<file path="config.mk">
export PLATFORM = sky130hd
export DESIGN_NAME = power_mode_controller
export DESIGN_NICKNAME = d
export VERILOG_FILES = /design/src/inc/pmc_pkg.sv /design/src/power_mode_controller.sv
export SDC_FILE = /design/constraint.sdc
export NUM_CORES = 1
export LEC_CHECK = 0
export BUFFER_PORTS_ARGS = -buffer_cell sky130_fd_sc_hd__buf_4
export CORE_MARGIN = 5
export CORE_UTILIZATION = 51
export DETAILED_ROUTE_END_ITERATION = 6
export PLACE_DENSITY_LB_ADDON = 0.12
export SYNTH_ARGS = -nofsm -noshare
export SYNTH_HDL_FRONTEND = slang
export SYNTH_SLANG_ARGS = --single-unit
</file>
<file path="constraint.sdc">
create_clock -name clk_i -period 4.5 [get_ports clk_i]
set_input_delay 0.225 -clock clk_i [delete_from_list [all_inputs] [get_ports clk_i]]
set_output_delay 0.225 -clock clk_i [all_outputs]
set_load 0.02 [all_outputs]
</file>
<file path="src/inc/pmc_pkg.sv">
// Package: register map, fields and types of the power mode controller
package pmc_pkg;
    // ==========================================================
    // Register byte offsets (own choice of map)
    localparam logic [7:0] PCTL_OFS   = 8'h00;
    localparam logic [7:0] PCTLX_OFS  = 8'h04;
    localparam logic [7:0] REGCTL_OFS = 8'h08;
    localparam logic [7:0] STAT_OFS   = 8'h0C;
    localparam logic [7:0] WAKEN_OFS  = 8'h10;
    // ==========================================================
    // Field positions
    localparam int IDLE_BIT    = 0;
    localparam int STOP_BIT    = 1;
    localparam int GF_LSB      = 2;
    localparam int SUSPEND_BIT = 6;
    localparam int SNOOZE_BIT  = 7;
    localparam int STOP_CONFIG_BIT_POS  = 3;
    localparam int N_WAKE      = 6;
    // ==========================================================
    // Reset values and misc constants
    localparam logic [31:0] ZERO32     = 32'h0000_0000;
    localparam logic [15:0] RESET_PC   = 16'h0000;
    localparam logic [1:0]  RESP_OKAY  = 2'b00;
    localparam logic [1:0]  RESP_SLVERR = 2'b10;
    localparam logic [5:0]  WAKEN_RST  = 6'h3F;
    // ==========================================================
    typedef enum logic [2:0] {
        M_NORMAL, M_IDLE, M_STOP, M_SUSPEND, M_SNOOZE, M_SHUTDOWN
    } mode_e;
    typedef struct packed {
        logic core_clk_en;
        logic periph_clk_en;
        logic hf_osc_24m_en;
        logic hf_osc_48m_en;
        logic lf_osc_80k_en;
        logic ldo_standby;
        logic ldo_off;
        logic io_hold;
    } power_ctl_s;
endpackage

</file>
<file path="src/power_mode_controller.sv">
// Power mode controller with AXI4-Lite register slave
//
// The register offsets and register access over AXI4-Lite were chosen for this implementation.
`timescale 1ns/100ps
// How it works
// - Idle request halts core, clocks keep running
// - Peripherals keep clock during idle
// - Enabled interrupt clears idle, core resumes
// - Resume after idle continues at next instruction
// - Reset ends low modes, fetch from zero
// - Watchdog reset terminates idle
// - Stop halts core, peripheral clocks and both fast oscillators
// - Stop left only by reset
// - Missing-clock reset ends stop
// - Suspend/snooze halt both fast oscillators
// - Suspend ends on enabled wake or reset
// - Six wake sources for suspend and snooze
// - Low-frequency oscillator keeps timers 3, 4 running
// - Snooze puts core regulator in standby
// - Snooze wake restores regulator and resumes in the same cycle
// - Wake interrupt serviced upon waking
// - Shutdown via stop-config then stop request
// - Shutdown powers nets off, pins hold
// - Idle and stop bits read zero
// - Stop-config set shuts regulator at stop
module power_mode_controller
    import pmc_pkg::*;
(
    // Clock and reset
    input  wire logic              clk_i,
    input  wire logic              reset_n_i,
    // Reset sources
    input  wire logic              reset_pin_n_i,
    input  wire logic              watchdog_reset_i,
    input  wire logic              missing_clock_reset_i,
    // Core handshake
    input  wire logic              instr_done_i,
    input  wire logic              irq_pending_i,
    input  wire logic [N_WAKE-1:0] wake_src_i,
    // AXI4-Lite slave
    input  wire logic [7:0]        s_awaddr_i,
    input  wire logic              s_awvalid_i,
    output logic                   s_awready_o,
    input  wire logic [31:0]       s_wdata_i,
    input  wire logic [3:0]        s_wstrb_i,
    input  wire logic              s_wvalid_i,
    output logic                   s_wready_o,
    output logic [1:0]             s_bresp_o,
    output logic                   s_bvalid_o,
    input  wire logic              s_bready_i,
    input  wire logic [7:0]        s_araddr_i,
    input  wire logic              s_arvalid_i,
    output logic                   s_arready_o,
    output logic [31:0]            s_rdata_o,
    output logic [1:0]             s_rresp_o,
    output logic                   s_rvalid_o,
    input  wire logic              s_rready_i,
    // Power control outputs
    output power_ctl_s             power_o,
    output logic                   core_reset_o,
    output logic [15:0]            fetch_addr_o,
    output logic                   fetch_load_o,
    output logic                   irq_service_o,
    output mode_e                  mode_o
);
    // ==========================================================
    // Registers
    mode_e      mode;
    mode_e      next_mode;
    logic [5:0] gp_flags;
    logic       stop_cfg;
    logic [N_WAKE-1:0] wake_en;
    logic       req_idle;
    logic       req_stop;
    logic       req_susp;
    logic       req_snooze;
    logic       aw_hold;
    logic       w_hold;
    logic [7:0] aw_addr;
    logic [31:0] w_data;
    logic [3:0] w_strb;
    // ==========================================================
    // Decode
    wire any_reset   = !reset_pin_n_i || watchdog_reset_i
                       || missing_clock_reset_i;
    wire pin_reset   = !reset_pin_n_i;
    wire wake_hit    = |(wake_src_i & wake_en);
    wire aw_ok       = aw_hold || s_awvalid_i;
    wire w_ok        = w_hold || s_wvalid_i;
    wire wr_fire     = aw_ok && w_ok && !s_bvalid_o;
    wire [7:0]  wa   = aw_hold ? aw_addr : s_awaddr_i;
    wire [31:0] wd   = w_hold ? w_data : s_wdata_i;
    wire        wb0  = w_hold ? w_strb[0] : s_wstrb_i[0];
    wire wr_pctl     = wr_fire && wb0 && wa == PCTL_OFS;
    wire wr_pctlx    = wr_fire && wb0 && wa == PCTLX_OFS;
    wire wr_regctl   = wr_fire && wb0 && wa == REGCTL_OFS;
    wire wr_waken    = wr_fire && wb0 && wa == WAKEN_OFS;
    wire wr_mapped   = wa == PCTL_OFS || wa == PCTLX_OFS
                       || wa == REGCTL_OFS || wa == WAKEN_OFS
                       || wa == STAT_OFS;
    wire rd_fire     = s_arvalid_i && s_arready_o;
    wire [31:0] rd_pctl   = {24'h00_0000, gp_flags, 2'b00};
    wire [31:0] rd_pctlx  = {24'h00_0000, req_snooze, req_susp, 6'h00};
    wire [31:0] rd_regctl = {28'h000_0000, stop_cfg, 3'h0};
    wire [31:0] rd_stat   = {29'h0000_0000, mode};
    wire [31:0] rd_waken  = {26'h000_0000, wake_en};
    wire [31:0] rd_mux =
        s_araddr_i == PCTL_OFS   ? rd_pctl   :
        s_araddr_i == PCTLX_OFS  ? rd_pctlx  :
        s_araddr_i == REGCTL_OFS ? rd_regctl :
        s_araddr_i == STAT_OFS   ? rd_stat   :
        s_araddr_i == WAKEN_OFS  ? rd_waken  : ZERO32;
    wire rd_mapped = s_araddr_i == PCTL_OFS || s_araddr_i == PCTLX_OFS
                     || s_araddr_i == REGCTL_OFS || s_araddr_i == STAT_OFS
                     || s_araddr_i == WAKEN_OFS;
    // ==========================================================
    // AXI write channel
    always_ff @(posedge clk_i)
    begin
        if (!reset_n_i)
        begin
            aw_hold    <= 1'b0;
            w_hold     <= 1'b0;
            aw_addr    <= 8'h00;
            w_data     <= ZERO32;
            w_strb     <= 4'h0;
            s_bvalid_o <= 1'b0;
            s_bresp_o  <= RESP_OKAY;
        end
        else
        begin
            if (s_awvalid_i && s_awready_o && !wr_fire)
            begin
                aw_hold <= 1'b1;
                aw_addr <= s_awaddr_i;
            end
            if (s_wvalid_i && s_wready_o && !wr_fire)
            begin
                w_hold <= 1'b1;
                w_data <= s_wdata_i;
                w_strb <= s_wstrb_i;
            end
            if (wr_fire)
            begin
                aw_hold    <= 1'b0;
                w_hold     <= 1'b0;
                s_bvalid_o <= 1'b1;
                s_bresp_o  <= wr_mapped ? RESP_OKAY : RESP_SLVERR;
            end
            else if (s_bready_i)
                s_bvalid_o <= 1'b0;
        end
    end
    assign s_awready_o = !aw_hold && !s_bvalid_o;
    assign s_wready_o  = !w_hold && !s_bvalid_o;
    // ==========================================================
    // AXI read channel
    always_ff @(posedge clk_i)
    begin
        if (!reset_n_i)
        begin
            s_rvalid_o <= 1'b0;
            s_rdata_o  <= ZERO32;
            s_rresp_o  <= RESP_OKAY;
        end
        else if (rd_fire)
        begin
            s_rvalid_o <= 1'b1;
            s_rdata_o  <= rd_mux;
            s_rresp_o  <= rd_mapped ? RESP_OKAY : RESP_SLVERR;
        end
        else if (s_rready_i)
            s_rvalid_o <= 1'b0;
    end
    assign s_arready_o = !s_rvalid_o;
    // ==========================================================
    // Control registers; requests latch until the instruction ends
    always_ff @(posedge clk_i)
    begin
        if (!reset_n_i || any_reset)
        begin
            gp_flags   <= 6'h00;
            stop_cfg   <= 1'b0;
            wake_en    <= WAKEN_RST;
            req_idle   <= 1'b0;
            req_stop   <= 1'b0;
            req_susp   <= 1'b0;
            req_snooze <= 1'b0;
        end
        else
        begin
            if (wr_pctl)
            begin
                gp_flags <= wd[GF_LSB +: 6];
                req_idle <= req_idle | wd[IDLE_BIT];
                req_stop <= req_stop | wd[STOP_BIT];
            end
            if (wr_pctlx)
            begin
                req_susp   <= req_susp | wd[SUSPEND_BIT];
                req_snooze <= req_snooze | wd[SNOOZE_BIT];
            end
            if (wr_regctl)
                stop_cfg <= wd[STOP_CONFIG_BIT_POS];
            if (wr_waken)
                wake_en <= wd[N_WAKE-1:0];
            if (mode == M_IDLE && irq_pending_i)
                req_idle <= 1'b0;
            if (instr_done_i && mode == M_NORMAL)
            begin
                req_stop <= 1'b0;
                if (req_susp || req_snooze || req_stop)
                    req_idle <= 1'b0;
            end
            if ((mode == M_SUSPEND || mode == M_SNOOZE) && wake_hit)
            begin
                req_susp   <= 1'b0;
                req_snooze <= 1'b0;
            end
        end
    end
    // ==========================================================
    // Mode sequencer
    always_comb
    begin
        next_mode = mode;
        case (mode)
            M_NORMAL:
                if (instr_done_i)
                begin
                    if (req_stop && stop_cfg)
                        next_mode = M_SHUTDOWN;
                    else if (req_stop)
                        next_mode = M_STOP;
                    else if (req_snooze)
                        next_mode = M_SNOOZE;
                    else if (req_susp)
                        next_mode = M_SUSPEND;
                    else if (req_idle)
                        next_mode = M_IDLE;
                end
            M_IDLE:
                if (irq_pending_i)
                    next_mode = M_NORMAL;
            M_STOP:
                next_mode = M_STOP;
            M_SUSPEND, M_SNOOZE:
                if (wake_hit)
                    next_mode = M_NORMAL;
            M_SHUTDOWN:
                next_mode = M_SHUTDOWN;
            default:
                next_mode = M_NORMAL;
        endcase
    end
    // Shutdown honours only the pin; other modes any reset source
    wire mode_reset = (mode == M_SHUTDOWN) ? pin_reset : any_reset;
    // Outputs follow the mode that is really taken, reset included
    mode_e next_eff;
    assign next_eff = mode_reset ? M_NORMAL : next_mode;
    always_ff @(posedge clk_i)
    begin
        if (!reset_n_i || mode_reset)
            mode <= M_NORMAL;
        else
            mode <= next_mode;
    end
    // ==========================================================
    // Outputs
    always_ff @(posedge clk_i)
    begin
        if (!reset_n_i)
        begin
            power_o       <= '0;
            core_reset_o  <= 1'b1;
            fetch_addr_o  <= RESET_PC;
            fetch_load_o  <= 1'b0;
            irq_service_o <= 1'b0;
            mode_o        <= M_NORMAL;
        end
        else
        begin
            mode_o                <= next_eff;
            power_o.core_clk_en   <= next_eff == M_NORMAL;
            power_o.periph_clk_en <= next_eff inside {M_NORMAL, M_IDLE};
            power_o.hf_osc_24m_en <= next_eff inside {M_NORMAL, M_IDLE};
            power_o.hf_osc_48m_en <= next_eff inside {M_NORMAL, M_IDLE};
            power_o.lf_osc_80k_en <= next_eff != M_SHUTDOWN;
            power_o.ldo_standby   <= next_eff == M_SNOOZE;
            power_o.ldo_off       <= next_eff == M_SHUTDOWN;
            power_o.io_hold       <= next_eff == M_SHUTDOWN;
            core_reset_o  <= mode_reset;
            fetch_load_o  <= mode_reset;
            fetch_addr_o  <= RESET_PC;
            irq_service_o <= !mode_reset && irq_pending_i
                && next_mode == M_NORMAL && mode != M_NORMAL;
        end
    end
    // ==========================================================
    // Assertions
    property p_idle_halt;
        @(posedge clk_i) disable iff (!reset_n_i)
        mode == M_IDLE |-> !power_o.core_clk_en && power_o.periph_clk_en;
    endproperty
    a_idle_halt: assert property (p_idle_halt) else $error("idle clocks");
    property p_idle_wake;
        @(posedge clk_i) disable iff (!reset_n_i)
        mode == M_IDLE && irq_pending_i && !any_reset
            |=> mode == M_NORMAL && !req_idle;
    endproperty
    a_idle_wake: assert property (p_idle_wake) else $error("idle wake");
    property p_stop_stays;
        @(posedge clk_i) disable iff (!reset_n_i)
        mode == M_STOP && !any_reset |=> mode == M_STOP;
    endproperty
    a_stop_stays: assert property (p_stop_stays) else $error("stop left");
    property p_reset_fetch;
        @(posedge clk_i) disable iff (!reset_n_i)
        mode != M_SHUTDOWN && any_reset
            |=> fetch_load_o && fetch_addr_o == RESET_PC ##1 mode_o == M_NORMAL;
    endproperty
    a_reset_fetch: assert property (p_reset_fetch) else $error("reset");
    property p_snooze_ldo;
        @(posedge clk_i) disable iff (!reset_n_i)
        mode == M_SNOOZE |-> power_o.ldo_standby && !power_o.hf_osc_24m_en;
    endproperty
    a_snooze_ldo: assert property (p_snooze_ldo) else $error("snooze ldo");
    property p_wake;
        @(posedge clk_i) disable iff (!reset_n_i)
        (mode == M_SUSPEND || mode == M_SNOOZE) && wake_hit && !any_reset
            |=> mode == M_NORMAL ##0 !power_o.ldo_standby;
    endproperty
    a_wake: assert property (p_wake) else $error("wake");
    property p_shutdown;
        @(posedge clk_i) disable iff (!reset_n_i)
        mode == M_SHUTDOWN && !pin_reset
            |=> mode == M_SHUTDOWN && power_o.ldo_off && power_o.io_hold;
    endproperty
    a_shutdown: assert property (p_shutdown) else $error("shutdown");
    property p_stop_config_bit;
        @(posedge clk_i) disable iff (!reset_n_i)
        mode == M_NORMAL && instr_done_i && req_stop && stop_cfg && !any_reset
            |=> mode == M_SHUTDOWN;
    endproperty
    a_stop_config_bit: assert property (p_stop_config_bit) else $error("stop cfg");
    property p_read_zero;
        @(posedge clk_i) disable iff (!reset_n_i)
        s_rvalid_o && $rose(s_rvalid_o) && s_rresp_o == RESP_OKAY
            && $past(s_araddr_i) == PCTL_OFS |-> s_rdata_o[1:0] == 2'b00;
    endproperty
    a_read_zero: assert property (p_read_zero) else $error("req read");
    c_idle: cover property (@(posedge clk_i) mode == M_IDLE ##1 mode == M_NORMAL);
    c_snooze: cover property (@(posedge clk_i) mode == M_SNOOZE ##1 mode == M_NORMAL);
    c_shut: cover property (@(posedge clk_i) mode == M_SHUTDOWN);
endmodule
</file>
# --- After elaboration in Yosys (flattened, before gate mapping) ---
# Index checks and enable logic that the tools add are counted.
op_classes:
  eq_ne: 17
  muxes: 29
  n_bitwise: 6
  n_reduce_logical: 60
ops:
  columns: ["operator", "count"]
  rows:
  - ["8-bit by 4-bit == test with 1-bit output (second input constant)", 4]
  - ["8-bit 2-to-1 mux", 4]
  - ["3-bit 2-to-1 mux", 9]
  - ["1-bit logical AND", 21]
  - ["6-bit 2-to-1 mux", 3]
  - ["1-bit logical OR", 17]
  - ["8-bit by 3-bit == test with 1-bit output (second input constant)", 2]
  - ["8-bit by 5-bit == test with 1-bit output (second input constant)", 2]
  - ["8-bit logical NOT", 2]
  - ["3-bit one-hot mux with 5 select lines", 1]
  - ["3-bit == test (second input constant)", 4]
  - ["1-bit 2-to-1 mux", 10]
  - ["3-bit logical NOT", 3]
  - ["1-bit logical NOT", 8]
  - ["2-bit OR reduction", 4]
  - ["6-bit bitwise AND", 1]
  - ["3-bit by 1-bit == test with 1-bit output (second input constant)", 2]
  - ["3-bit by 2-bit == test with 1-bit output (second input constant)", 2]
  - ["2-bit nonzero test", 3]
  - ["6-bit OR reduction", 1]
  - ["2-bit 2-to-1 mux", 2]
  - ["1-bit bitwise OR", 4]
  - ["3-bit != test (second input constant)", 1]
  - ["3-bit nonzero test", 1]
  - ["1-bit NOT", 1]
totals:
  ff_bits: 88
  output_inout_bits: 71
  elab_cells: 139

# --- Longest topological paths before layout ---
# Gate-level depths: netlist of run 1.
logic_depth:
  ltp_word: 10
  mapped_depth: 6
  depth_no_buf: 4

# --- Least setup slack after synthesis of run 1 ---
# No wires, ideal clock.
synth_timing:
  path_type: "reg-to-reg"
  from: "register aw_hold"
  to: "register gp_flags[0]"
  arrival_time_ps: 1911
  path_slack_ps: 2502
  stages_incl_launch_ff: 7
  n_path_buf: 2
  period_less_slack_ps: 1998
  path_cell_list: "dfxtp_1 -> mux2_4 -> or4b_1 -> buf_2 -> or3_1 -> buf_2 -> o31ai_1"
synth_via:
  elab_chain_len: 5
  word_cells_on_any_way: 7
synth_rtl:
  columns: ["element", "line", "rtl"]
  rows:
  - ["start, declared", "power_mode_controller.sv:77", "logic aw_hold;"]
  - ["start signal, assigned", "power_mode_controller.sv:122", "aw_hold <= 1'b0;"]
  - ["start signal, assigned", "power_mode_controller.sv:134", "aw_hold <= 1'b1;"]
  - ["start signal, assigned", "power_mode_controller.sv:145", "aw_hold <= 1'b0;"]
  - ["parallel branches: the longest is 4 deep, another holds 8-bit 2-to-1 mux", null, null]
  - ["1-bit logical AND (*)", "power_mode_controller.sv:94", "wire wr_pctl = wr_fire && wb0 && wa == PCTL_OFS;"]
  - ["end signal, assigned", "power_mode_controller.sv:194", "gp_flags <= wd[GF_LSB +: 6];"]
  - ["end, declared", "power_mode_controller.sv:70", "logic [5:0] gp_flags;"]
# Mark *: on every way between the ends.
# A chain may end at the register's enable or synchronous reset.

# --- Worst setup path in the final report of run 1 ---
layout_timing:
  from: "register aw_hold"
  to: "register gp_flags[4]"
# Same word-level chain as after synthesis.

==> results.md, run 1 <==
* Async SR Flop Fraction at 0%
* P&R area growth vs syn at 19.4%
* Antenna violations before repair at 0
* Root buffer selected by CTS: clkbuf_8
* Largest driver fanout on the critical path at 13
* Arr. time, crit path at 2.76 ns
* Outcome: completed
* Most area-hungry cell type in the Yosys netlist: dfxtp_1
* Required time at the worst-slack endpoint at 4.74 ns
* Boundary pin count at ~140
* Total length of routed wires at 7120 um
* Crit-path slowest cell: or4b_1
* Layout fillers at around 570
* Effective utilization at floorplan at 51.8%
* Synth warnings at 0
* Worst max-slew margin expressed relative to the limit at around a third
* Number of flops mapped to enable cells by yosys at 0
* Antenna diode count at 0
* Standard-cell rows at 29
* Max-cap violations at 0
* Start-to-end type of the worst setup path: register to register
* NumNets Final at 481
* Sum of negative setup slack at 0 ns
* Iteration-0 DRC count of the detailed router at 93
* Min cycle time layout at between 2 and 3 ns
* Overall routing resource usage at 17.7%
* Final setup vio count at 0
* Vias in the first global route at 2357
* Worst Clk Skew at around 0.011 ns
* Type of the worst min-delay path: primary input to register
* Synth Area per Inst at just over 9 sq um
* Top cell type's share of synthesized area at a little under two fifths
* Maximum number of buffers from clock root to sink at 2
* Overall die height at 89.6 um
* H-Tree Level Count at 3
* Number of pins exceeding their max-slew limit in the final report at 0
* Vias per cell at 5.21
* Post-CTS Hold Buffers at 0
* Grt total ovfl at 0
* Delay of the slowest cell on the worst path at 0.64 ns
* Via total after detailed routing at 2569
* Area of the mapped netlist at 3230 sq um
* Design Power at 1.40 mW
* Worst Setup Start Kind: register
* Total Die Area at 8030 sq um
* Clock-pin slew reported for the worst setup and hold paths after clock tree synthesis at 0.07 ns
* Biggest area contributors in the synthesized netlist: dfxtp_1 38%, buf_4 10%, mux2i_1 9.9%
* Remaining routing DRC violations at 0
* Ratio of cells with drive above 1 in the final layout at 23.8%
* Most instantiated flip-flop cell in the synthesis netlist: dfxtp_1
* Power density relative to cell area at 363 nW/um^2
* Clock insertion delay at the later pin of the skew report at 0.34 ns
* Cts bufs inserted at 9
* Period utilization at 55.9%
* Port buffer count at around 70
* Die outline width at roughly 90 um
* Core ar. at 6240 sq um
* Final number of hold-violating endpoints at 0
* Number of standard cells after synthesis at approximately 350
* RSZ-0062 raised after global routing: no
* Pin count of the biggest net entering global routing at 39
* Netlist cell types at 54
* Remaining number of nets flagged by the antenna check after routing at 0
* Maximum frequency from static timing analysis at around 0.40 GHz
* CTS tree: built
* HPWL Detailed at 5170 um
* # clock sinks at just over 60
* Worst-Margin Slew at 0.996 ns
* Total setup buffers inserted after CTS at 0
* Critical path cell sequence: mux2_4 > or4b_1 > or3_1 > o31ai_1
* Weighted congestion at the end of routability-driven global placement at 0.799
* CTS resizes at 0
* Sequential-to-total area share from yosys stat at 38.4%
* Setup crit end kind: register
* First-pass GRT wire length at 11000 um
* Number of iterations in the first detailed-routing pass at 6
* Static leakage at 1.61 nW
* Number of register bits inferred by synthesis at 62
* Average wire per cell in the routed design at about 14 um
* Maximum ir drop on the vdd rail at 0.223 mV
## power by group
| part | internal, mW | switching (mW) |
|---|---|---|
| registers | 0.563 | 0.0131 |
| clock network | 0.424 | 0.222 |
| logic | 0.0735 | 0.107 |
## cell usage after synthesis (all sizes together) (2+ instances only)
cell type	number
nand2	13
a2111oi	2
clkbuf	17
buf	50
nor4b	3
o21a	6
o311ai	5
a32oi	6
o21ai	8
nor4bb	2
nor2	25
dfxtp	62
or4b	2
and2	6
nor4	5
nand2b	2
nor2b	24
mux2i	32
and3b	3
a22oi	6
nor3	5
inv	9
nor3b	3
a32o	2
nand3	4
a21oi	9
o22ai	2
o31ai	6
and3	4
or3	3
a211oi	2
mux2	9
## cells by family after synthesis
| kind of cell | count (synthesis) | synth area share [%] |
|---|---|---|
| buffers and inverters | 76 | 14.2 |
| other | 1 | 0.116 |
| DFF | 62 | 38.4 |
| and+or+nand+nor | 107 | 18.8 |
| AOI/OAI and AO/OA | 67 | 15.4 |
| muxes | 41 | 13.2 |
## state kept, by name, summed over array words and instances (netlist names), 3 cells and up
name       cells
gp_flags       6
mode           3
power_o        5
wake_en        6
aw_addr        8
s_rdata_o      8
mode_o         3
w_data         8
## critical path: cells and delay by family (launching register included)
kind | cells | cell delay (ns)
flip-flops | 1 | 0.61
AND/OR/NAND/NOR | 2 | 1.15
multiplexers | 1 | 0.35
AO/OA/AOI/OAI | 1 | 0.30
## layout by cell type, fill, tap and decap left out, types with 9 or more instances in the layout
master,synthesis,routed
a21oi_1,9,9
buf_4,45,72
clkbuf_8,0,9
conb_1,1,42
dfxtp_1,62,62
inv_1,9,9
mux2i_1,32,32
nand2_1,13,13
nor2_1,25,25
nor2b_1,24,24
## metrics by stage
| stage | setup WS (ns) | utilization, % | hold WS (ns) | instances | area (sq um) |
|---|---|---|---|---|---|
| after global routing | 1.85 | 61.9 | 0.119 | 493 | 3860 |
| after floorplan | 2.50 | - | 0.363 | 395 | 3390 |
| after detailed placement | 2.06 | 57.7 | 0.454 | 477 | 3600 |
| final | 1.98 | 61.9 | 0.124 | 493 | 3860 |
| after CTS | 1.99 | 61.9 | 0.112 | 493 | 3860 |
| after global placement | 2.10 | 57.7 | 0.450 | 477 | 3600 |
## cell type report
class	count	area, sq um	share of cell area, %
clock buffers	10	128	3.31
clock inverters	6	134	3.47
inverters	9	33.8	0.875
multi-input cells	257	1690	43.7
flip-flops and latches	62	1240	32.1
well taps	77	96.3	2.50
repair buffers	72	541	14.0
## routing by layer
metal | global-route usage [%] | up-vias | wire length [um]
li1 | - | 1296 | -
met1 | 22.6 | 1188 | 3140
met2 | 28.2 | 73 | 3420
met3 | 4.20 | 12 | 425
met4 | 8.53 | 0 | 138
met5 | 0 | - | 0
## worst paths after layout
| check | start | endpoint | slack (ns) | cells past startpoint |
|---|---|---|---|---|
| hold reg to reg | gp_flags[1] | gp_flags[1] | 0.47 | 2 |
| setup reg to reg | aw_hold | gp_flags[4] | 1.98 | 4 |
| setup / recovery | aw_hold | gp_flags[4] | 1.98 | 4 |
| hold / removal | s_arvalid_i | s_rvalid_o | 0.12 | 2 |
Power figures use the tool's default switching activity.
==> run 2, diff against run 1 <==
Settings changed: CORE_UTILIZATION 51 to 48.
Clock period 4.5 ns to 2.4 ns, I/O delays scaled along.
==> run 2 against run 1 <==
  * Via count grew 1.6%
  * Non-clock buffer count grew 10
  * Routed wire length grew 0.73%
  * Combinational power grew 97%
  * Worst setup slack lost 1.7 ns
  * Utilization shrank 3.8 points
  * Critical endpoint is now gp_flags[2]
  * Largest cell class unchanged
==> results.md, run 2 (synthesis results as in run 1) <==
* Outcome: completed
* Post-CTS Hold Buffers at 0
* Standard-cell rows at 30
* Design Power at 2.36 mW
* Commonest cells after routing, fill and taps aside: 82 x buf_4, 62 x dfxtp_1, 42 x conb_1
* NumNets Final at 491
* HPWL Detailed at 5270 um
* Setup crit end kind: register
* Pin count of the biggest net entering global routing at 39
* H-Tree Level Count at 3
* Average wire per cell in the routed design at ~14 um
* Remaining number of nets flagged by the antenna check after routing at 0
* Clock-pin slew reported for the worst setup and hold paths after clock tree synthesis at 0.07 ns
* Antenna diode count at 0
* Period utilization at slightly below 90%
* Most common library cell in the layout ignoring fill and taps: buf_4
* Grt total ovfl at 0
* Overall die height at a little over 90 um
* Antenna violations before repair at 0
* Boundary pin count at ~140
* Cts bufs inserted at 9
* Number of iterations in the first detailed-routing pass at 4
* CTS tree: built
* Required time at the worst-slack endpoint at between 2 and 3 ns
* Number of pins exceeding their max-slew limit in the final report at 0
* Worst-Margin Slew at 0.582 ns
* Crit-path slowest cell: or4b_1
* Worst max-slew margin expressed relative to the limit at 60.8%
* Max-cap violations at 0
* Delay of the slowest cell on the worst path at between 0.4 and 0.5 ns
* Root buffer selected by CTS: clkbuf_8
* P&R area growth vs syn at 20.0%
* Worst Clk Skew at 0.0103 ns
* # clock sinks at 62
* Arr. time, crit path at ~2.3 ns
* Setup ws final at between 0.2 and 0.3 ns
* Ratio of cells with drive above 1 in the final layout at 25.6%
* Start-to-end type of the worst setup path: register to register
* Dpl ws at roughly 0.35 ns
* Weighted congestion at the end of routability-driven global placement at 0.840
* Overall routing resource usage at 16.6%
* Type of the worst min-delay path: primary input to register
* First-pass GRT wire length at 11400 um
* Final Util at between 50% and 60%
* Maximum number of buffers from clock root to sink at 2
* Total setup buffers inserted after CTS at 0
* Maximum frequency from static timing analysis at 0.476 GHz
* Effective utilization at floorplan at 48.4%
* Vias per cell at 5.16
* Static leakage at 1.64 nW
* Final number of hold-violating endpoints at 0
* Min cycle time layout at 2.10 ns
* Largest driver fanout on the critical path at 7
* Clock insertion delay at the later pin of the skew report at about 0.34 ns
* CTS resizes at 0
* Final setup vio count at 0
* Total length of routed wires at slightly above 7000 um
* Critical path buffers and inverters at 0
* Core ar. at between 6000 and 7000 sq um
* Via total after detailed routing at between 2000 and 3000
* Worst Setup Start Kind: register
* Die outline width at 92.1 um
* Iteration-0 DRC count of the detailed router at 133
* Family with the most delay on the worst path: simple AND/OR/NAND/NOR gates
* Maximum ir drop on the vdd rail at 0.348 mV
* Port buffer count at 71
* Vias in the first global route at 2416
* Critical path cell sequence: mux2_4 > or4b_1 > or3_1 > o31ai_1
* Remaining routing DRC violations at 0
* Sum of negative setup slack at 0 ns
* Power density relative to cell area at approximately 600 nW/um^2
* RSZ-0062 raised after global routing: no
* Total Die Area at 8480 sq um
* Largest registers: aw_addr: 8 flops, s_rdata_o: 8 flops, w_data: 8 flops
[run 2: cell count changes in the layout (fill, tap and decap cells not counted)]
cell,delta
clkinv_2,+2
bufinv_16,-3
clkinv_4,-1
clkbuf_8,+2
buf_4,+10
[run 2: metal layers]
| layer | global-route usage (%) | up-vias | share of wire (%) | wire length [um] |
|---|---|---|---|---|
| met4 | 5.57 | 0 | 1.3 | 90 |
| li1 | - | 1315 | - | - |
| met1 | 21.5 | 1194 | 46 | 3260 |
| met3 | 4.84 | 9 | 6.5 | 464 |
| met2 | 26.4 | 91 | 47 | 3350 |
| met5 | 0 | - | 0 | 0 |
[run 2: path summary, 6_finish.rpt]
kind | startpoint | to | slack [ns] | depth (start not counted)
setup reg to reg | aw_hold | gp_flags[2] | 0.30 | 4
hold / removal | s_arvalid_i | s_rvalid_o | 0.02 | 2
hold reg to reg | req_idle | req_idle | 0.47 | 1
setup / recovery | aw_hold | gp_flags[2] | 0.30 | 4
[run 2: layout make-up]
type / instances / area, sq um
multi-input cells: 257 / 1690
well taps: 80 / 100
flip-flops and latches: 62 / 1240
fillers: 627 / 2800
repair buffers: 82 / 616
clock inverters: 4 / 45.0
inverters: 9 / 33.8
clock buffers: 12 / 155
[run 2: power by group]
group          internal [mW]  switching, mW  leakage, nW
sequential              1.06         0.0182        0.504
clock                  0.531          0.398        0.106
combinational          0.146          0.208         1.03
[run 2: metrics by stage]
step	instance area (sq um)	instances	hold WS (ns)
after floorplan	3390	395	0.258
after global placement	3680	490	0.358
after detailed placement	3680	490	0.362
after CTS	3880	506	0.00806
after global routing	3880	506	0.00662
final	3880	506	0.0212
==> run 3, diff against run 2 <==
--- a/config.mk
+++ b/config.mk
@@ -8,4 +8,6 @@
 export BUFFER_PORTS_ARGS = -buffer_cell sky130_fd_sc_hd__buf_4
+export CELL_PAD_IN_SITES_DETAIL_PLACEMENT = 0
+export CELL_PAD_IN_SITES_GLOBAL_PLACEMENT = 1
 export CORE_MARGIN = 5
-export CORE_UTILIZATION = 48
+export CORE_UTILIZATION = 34
 export DETAILED_ROUTE_END_ITERATION = 6
==> constraint.sdc (replaced) <==
create_clock -name clk_i -period 2.4 [get_ports clk_i]
set_input_delay 0 -clock clk_i [delete_from_list [all_inputs] [get_ports clk_i]]
set_output_delay 0 -clock clk_i [all_outputs]
set_load 0.02 [all_outputs]
==> run 3 against run 2 <==
  * Clock-buffer cell count did not move
  * Power increased by 3.9%
  * Via count up 1.9%
  * Largest cell class unchanged
==> results.md, run 3 (synthesis results as in run 1) <==
* P&R area growth vs syn at 29.8%
* Switching Fraction at 26.8%
* Vias in the first global route at 2540
* Grt total ovfl at 0
* Worst r2r path cells at 4
* Final setup vio count at 0
* Final number of hold-violating endpoints at 0
* Maximum frequency from static timing analysis at 0.477 GHz
* Remaining routing DRC violations at 0
* Arr. time, crit path at 2.35 ns
* Worst Clk Skew at between 0.009 and 0.01 ns
* Most common library cell in the layout ignoring fill and taps: buf_4
* Combinational share of power at 15.8%
* Power density relative to cell area at around 600 nW/um^2
* Clock-pin slew reported for the worst setup and hold paths after clock tree synthesis at 0.07 ns
* Maximum number of buffers from clock root to sink at 2
* Static leakage at 1.74 nW
* # clock sinks at 62
* Worst reg2reg path startpoint: aw_hold
* Sequential Power Share at 43.9%
* Total length of routed wires at 7960 um
* Clock network power share at 40.3%
* Cts bufs inserted at 9
* Cell depth of the worst hold path at 3
* Number of iterations in the first detailed-routing pass at 4
* Setup ws final at approximately 0.3 ns
* Vias per cell at 4.59
* Commonest cells after routing, fill and taps aside: 83 x buf_4, 62 x dfxtp_1, 42 x conb_1
* Average wire per cell in the routed design at around 14 um
* Port buffer count at 71
* RSZ-0062 raised after global routing: no
* H-Tree Level Count at 3
* Sequential cell area at roughly 1200 sq um
* Boundary pin count at 141
* Largest registers: aw_addr: 8 flops, s_rdata_o: 8 flops, w_data: 8 flops
* Internal Pwr Total at about 1.8 mW
* Iteration-0 DRC count of the detailed router at 88
* Antenna violations before repair at 0
* Cell total after placement at 540
* Core ar. at a little over 9000 sq um
* Outcome: completed
* Area of the multi-input gates at 1690 sq um
* Effective utilization at floorplan at 35.0%
* Launch point of the worst hold path: s_awvalid_i
* Setup crit end kind: register
* Maximum ir drop on the vdd rail at 0.269 mV
* Min cycle time layout at approximately 2.1 ns
* Period utilization at just under 90%
* Type of the worst min-delay path: primary input to register
* Switch Pwr at 0.657 mW
* Largest driver fanout on the critical path at 7
* NumNets Final at around 520
* Via total after detailed routing at 2658
* Antenna diode count at 0
* Design Power at 2.45 mW
* Die outline width at ~110 um
* Internal reg-to-reg setup slack at 0.30 ns
* Worst flop-to-flop path endpoint: gp_flags[3]
* Weighted congestion at the end of routability-driven global placement at 0.771
* Start-to-end type of the worst setup path: register to register
* Max-cap violations at 0
* Clock insertion delay at the later pin of the skew report at 0.34 ns
* Ratio of cells with drive above 1 in the final layout at roughly a quarter
* Overall routing resource usage at 13.5%
* HPWL Detailed at 5810 um
* Standard-cell rows at 35
* Worst Setup Start Kind: register
* Total setup buffers inserted after CTS at 0
* Total Die Area at ~12000 sq um
* Number of pins exceeding their max-slew limit in the final report at 0
* First-pass GRT wire length at 12300 um
* Remaining number of nets flagged by the antenna check after routing at 0
* Root buffer selected by CTS: clkbuf_8
* Delay of the slowest cell on the worst path at 0.49 ns
* Sum of negative setup slack at 0 ns
* Fin cells at 579
* Overall die height at 108 um
* CTS tree: built
* Hold EP: aw_hold
* Required time at the worst-slack endpoint at 2.66 ns
* Pin count of the biggest net entering global routing at 39
* Critical path buffers and inverters at 0
* Critical path cell sequence: mux2_4 > or4b_1 > or3_1 > o31ai_1
* Layout fillers at about 900
* Final Util at a little under half
* Worst-Margin Slew at roughly 0.6 ns
* Dpl ws at 0.301 ns
* Worst max-slew margin expressed relative to the limit at 59.4%
* Family with the most delay on the worst path: simple AND/OR/NAND/NOR gates
* Crit-path slowest cell: or4b_1
==> run 3: power groups by stage <==
stage	combinational [mW]	clock (mW)	sequential [mW]
2_1_floorplan	0.269	0	1.11
3_3_place_gp	0.355	0	1.10
3_5_place_dp	0.357	0	1.10
4_1_cts	0.387	1.02	1.07
5_1_grt	0.419	1.07	1.08
6_report	0.388	0.988	1.07
==> run 3: through the flow <==
step                area (sq um)  hold slack, ns
floorplan                   3390           0.138
global placement            3750           0.238
detailed placement          3750           0.238
CTS                         4200         0.00583
global route                4200         0.00632
finish                      4200          0.0201
==> run 3: worst min-delay path, stage by stage <==
cell and delay, ns:
buf_4 0.09, a21oi_1 0.05, and3b_1 0.19
==> run 3: what timing repair did <==
action | CTS | global route
endpoints found under the hold margin | 22 | 0
hold buffers | 23 | 0
resized for setup | 0 | 0
endpoints found under the setup margin | 0 | 0
==> run 3: how the worst max path moves through the flow <==
stage             from           to  cells past startpoint
2_1_floorplan  aw_hold  gp_flags[0]                      6
3_3_place_gp   aw_hold  gp_flags[0]                      4
3_5_place_dp   aw_hold  gp_flags[3]                      4
4_1_cts        aw_hold  gp_flags[3]                      4
5_1_grt        aw_hold  gp_flags[4]                      4
6_report       aw_hold  gp_flags[3]                      4
==> run 3: routing by layer <==
| layer | wire length, um | vias up | global-route usage (%) | share of wire, % |
|---|---|---|---|---|
| li1 | - | 1366 | - | - |
| met1 | 3730 | 1213 | 17.1 | 47 |
| met2 | 3670 | 68 | 21.3 | 46 |
| met3 | 413 | 11 | 4.44 | 5.2 |
| met4 | 140 | 0 | 4.78 | 1.8 |
| met5 | 0 | - | 0 | 0 |
==> run 3: cell type report <==
type,instances,area share [%]
multi-input combinational,257,40.2
sequential,62,29.6
timing repair buffer,106,20.3
clock buffer,12,3.94
tap,129,3.85
clock inverter,4,1.28
inverter,9,0.805
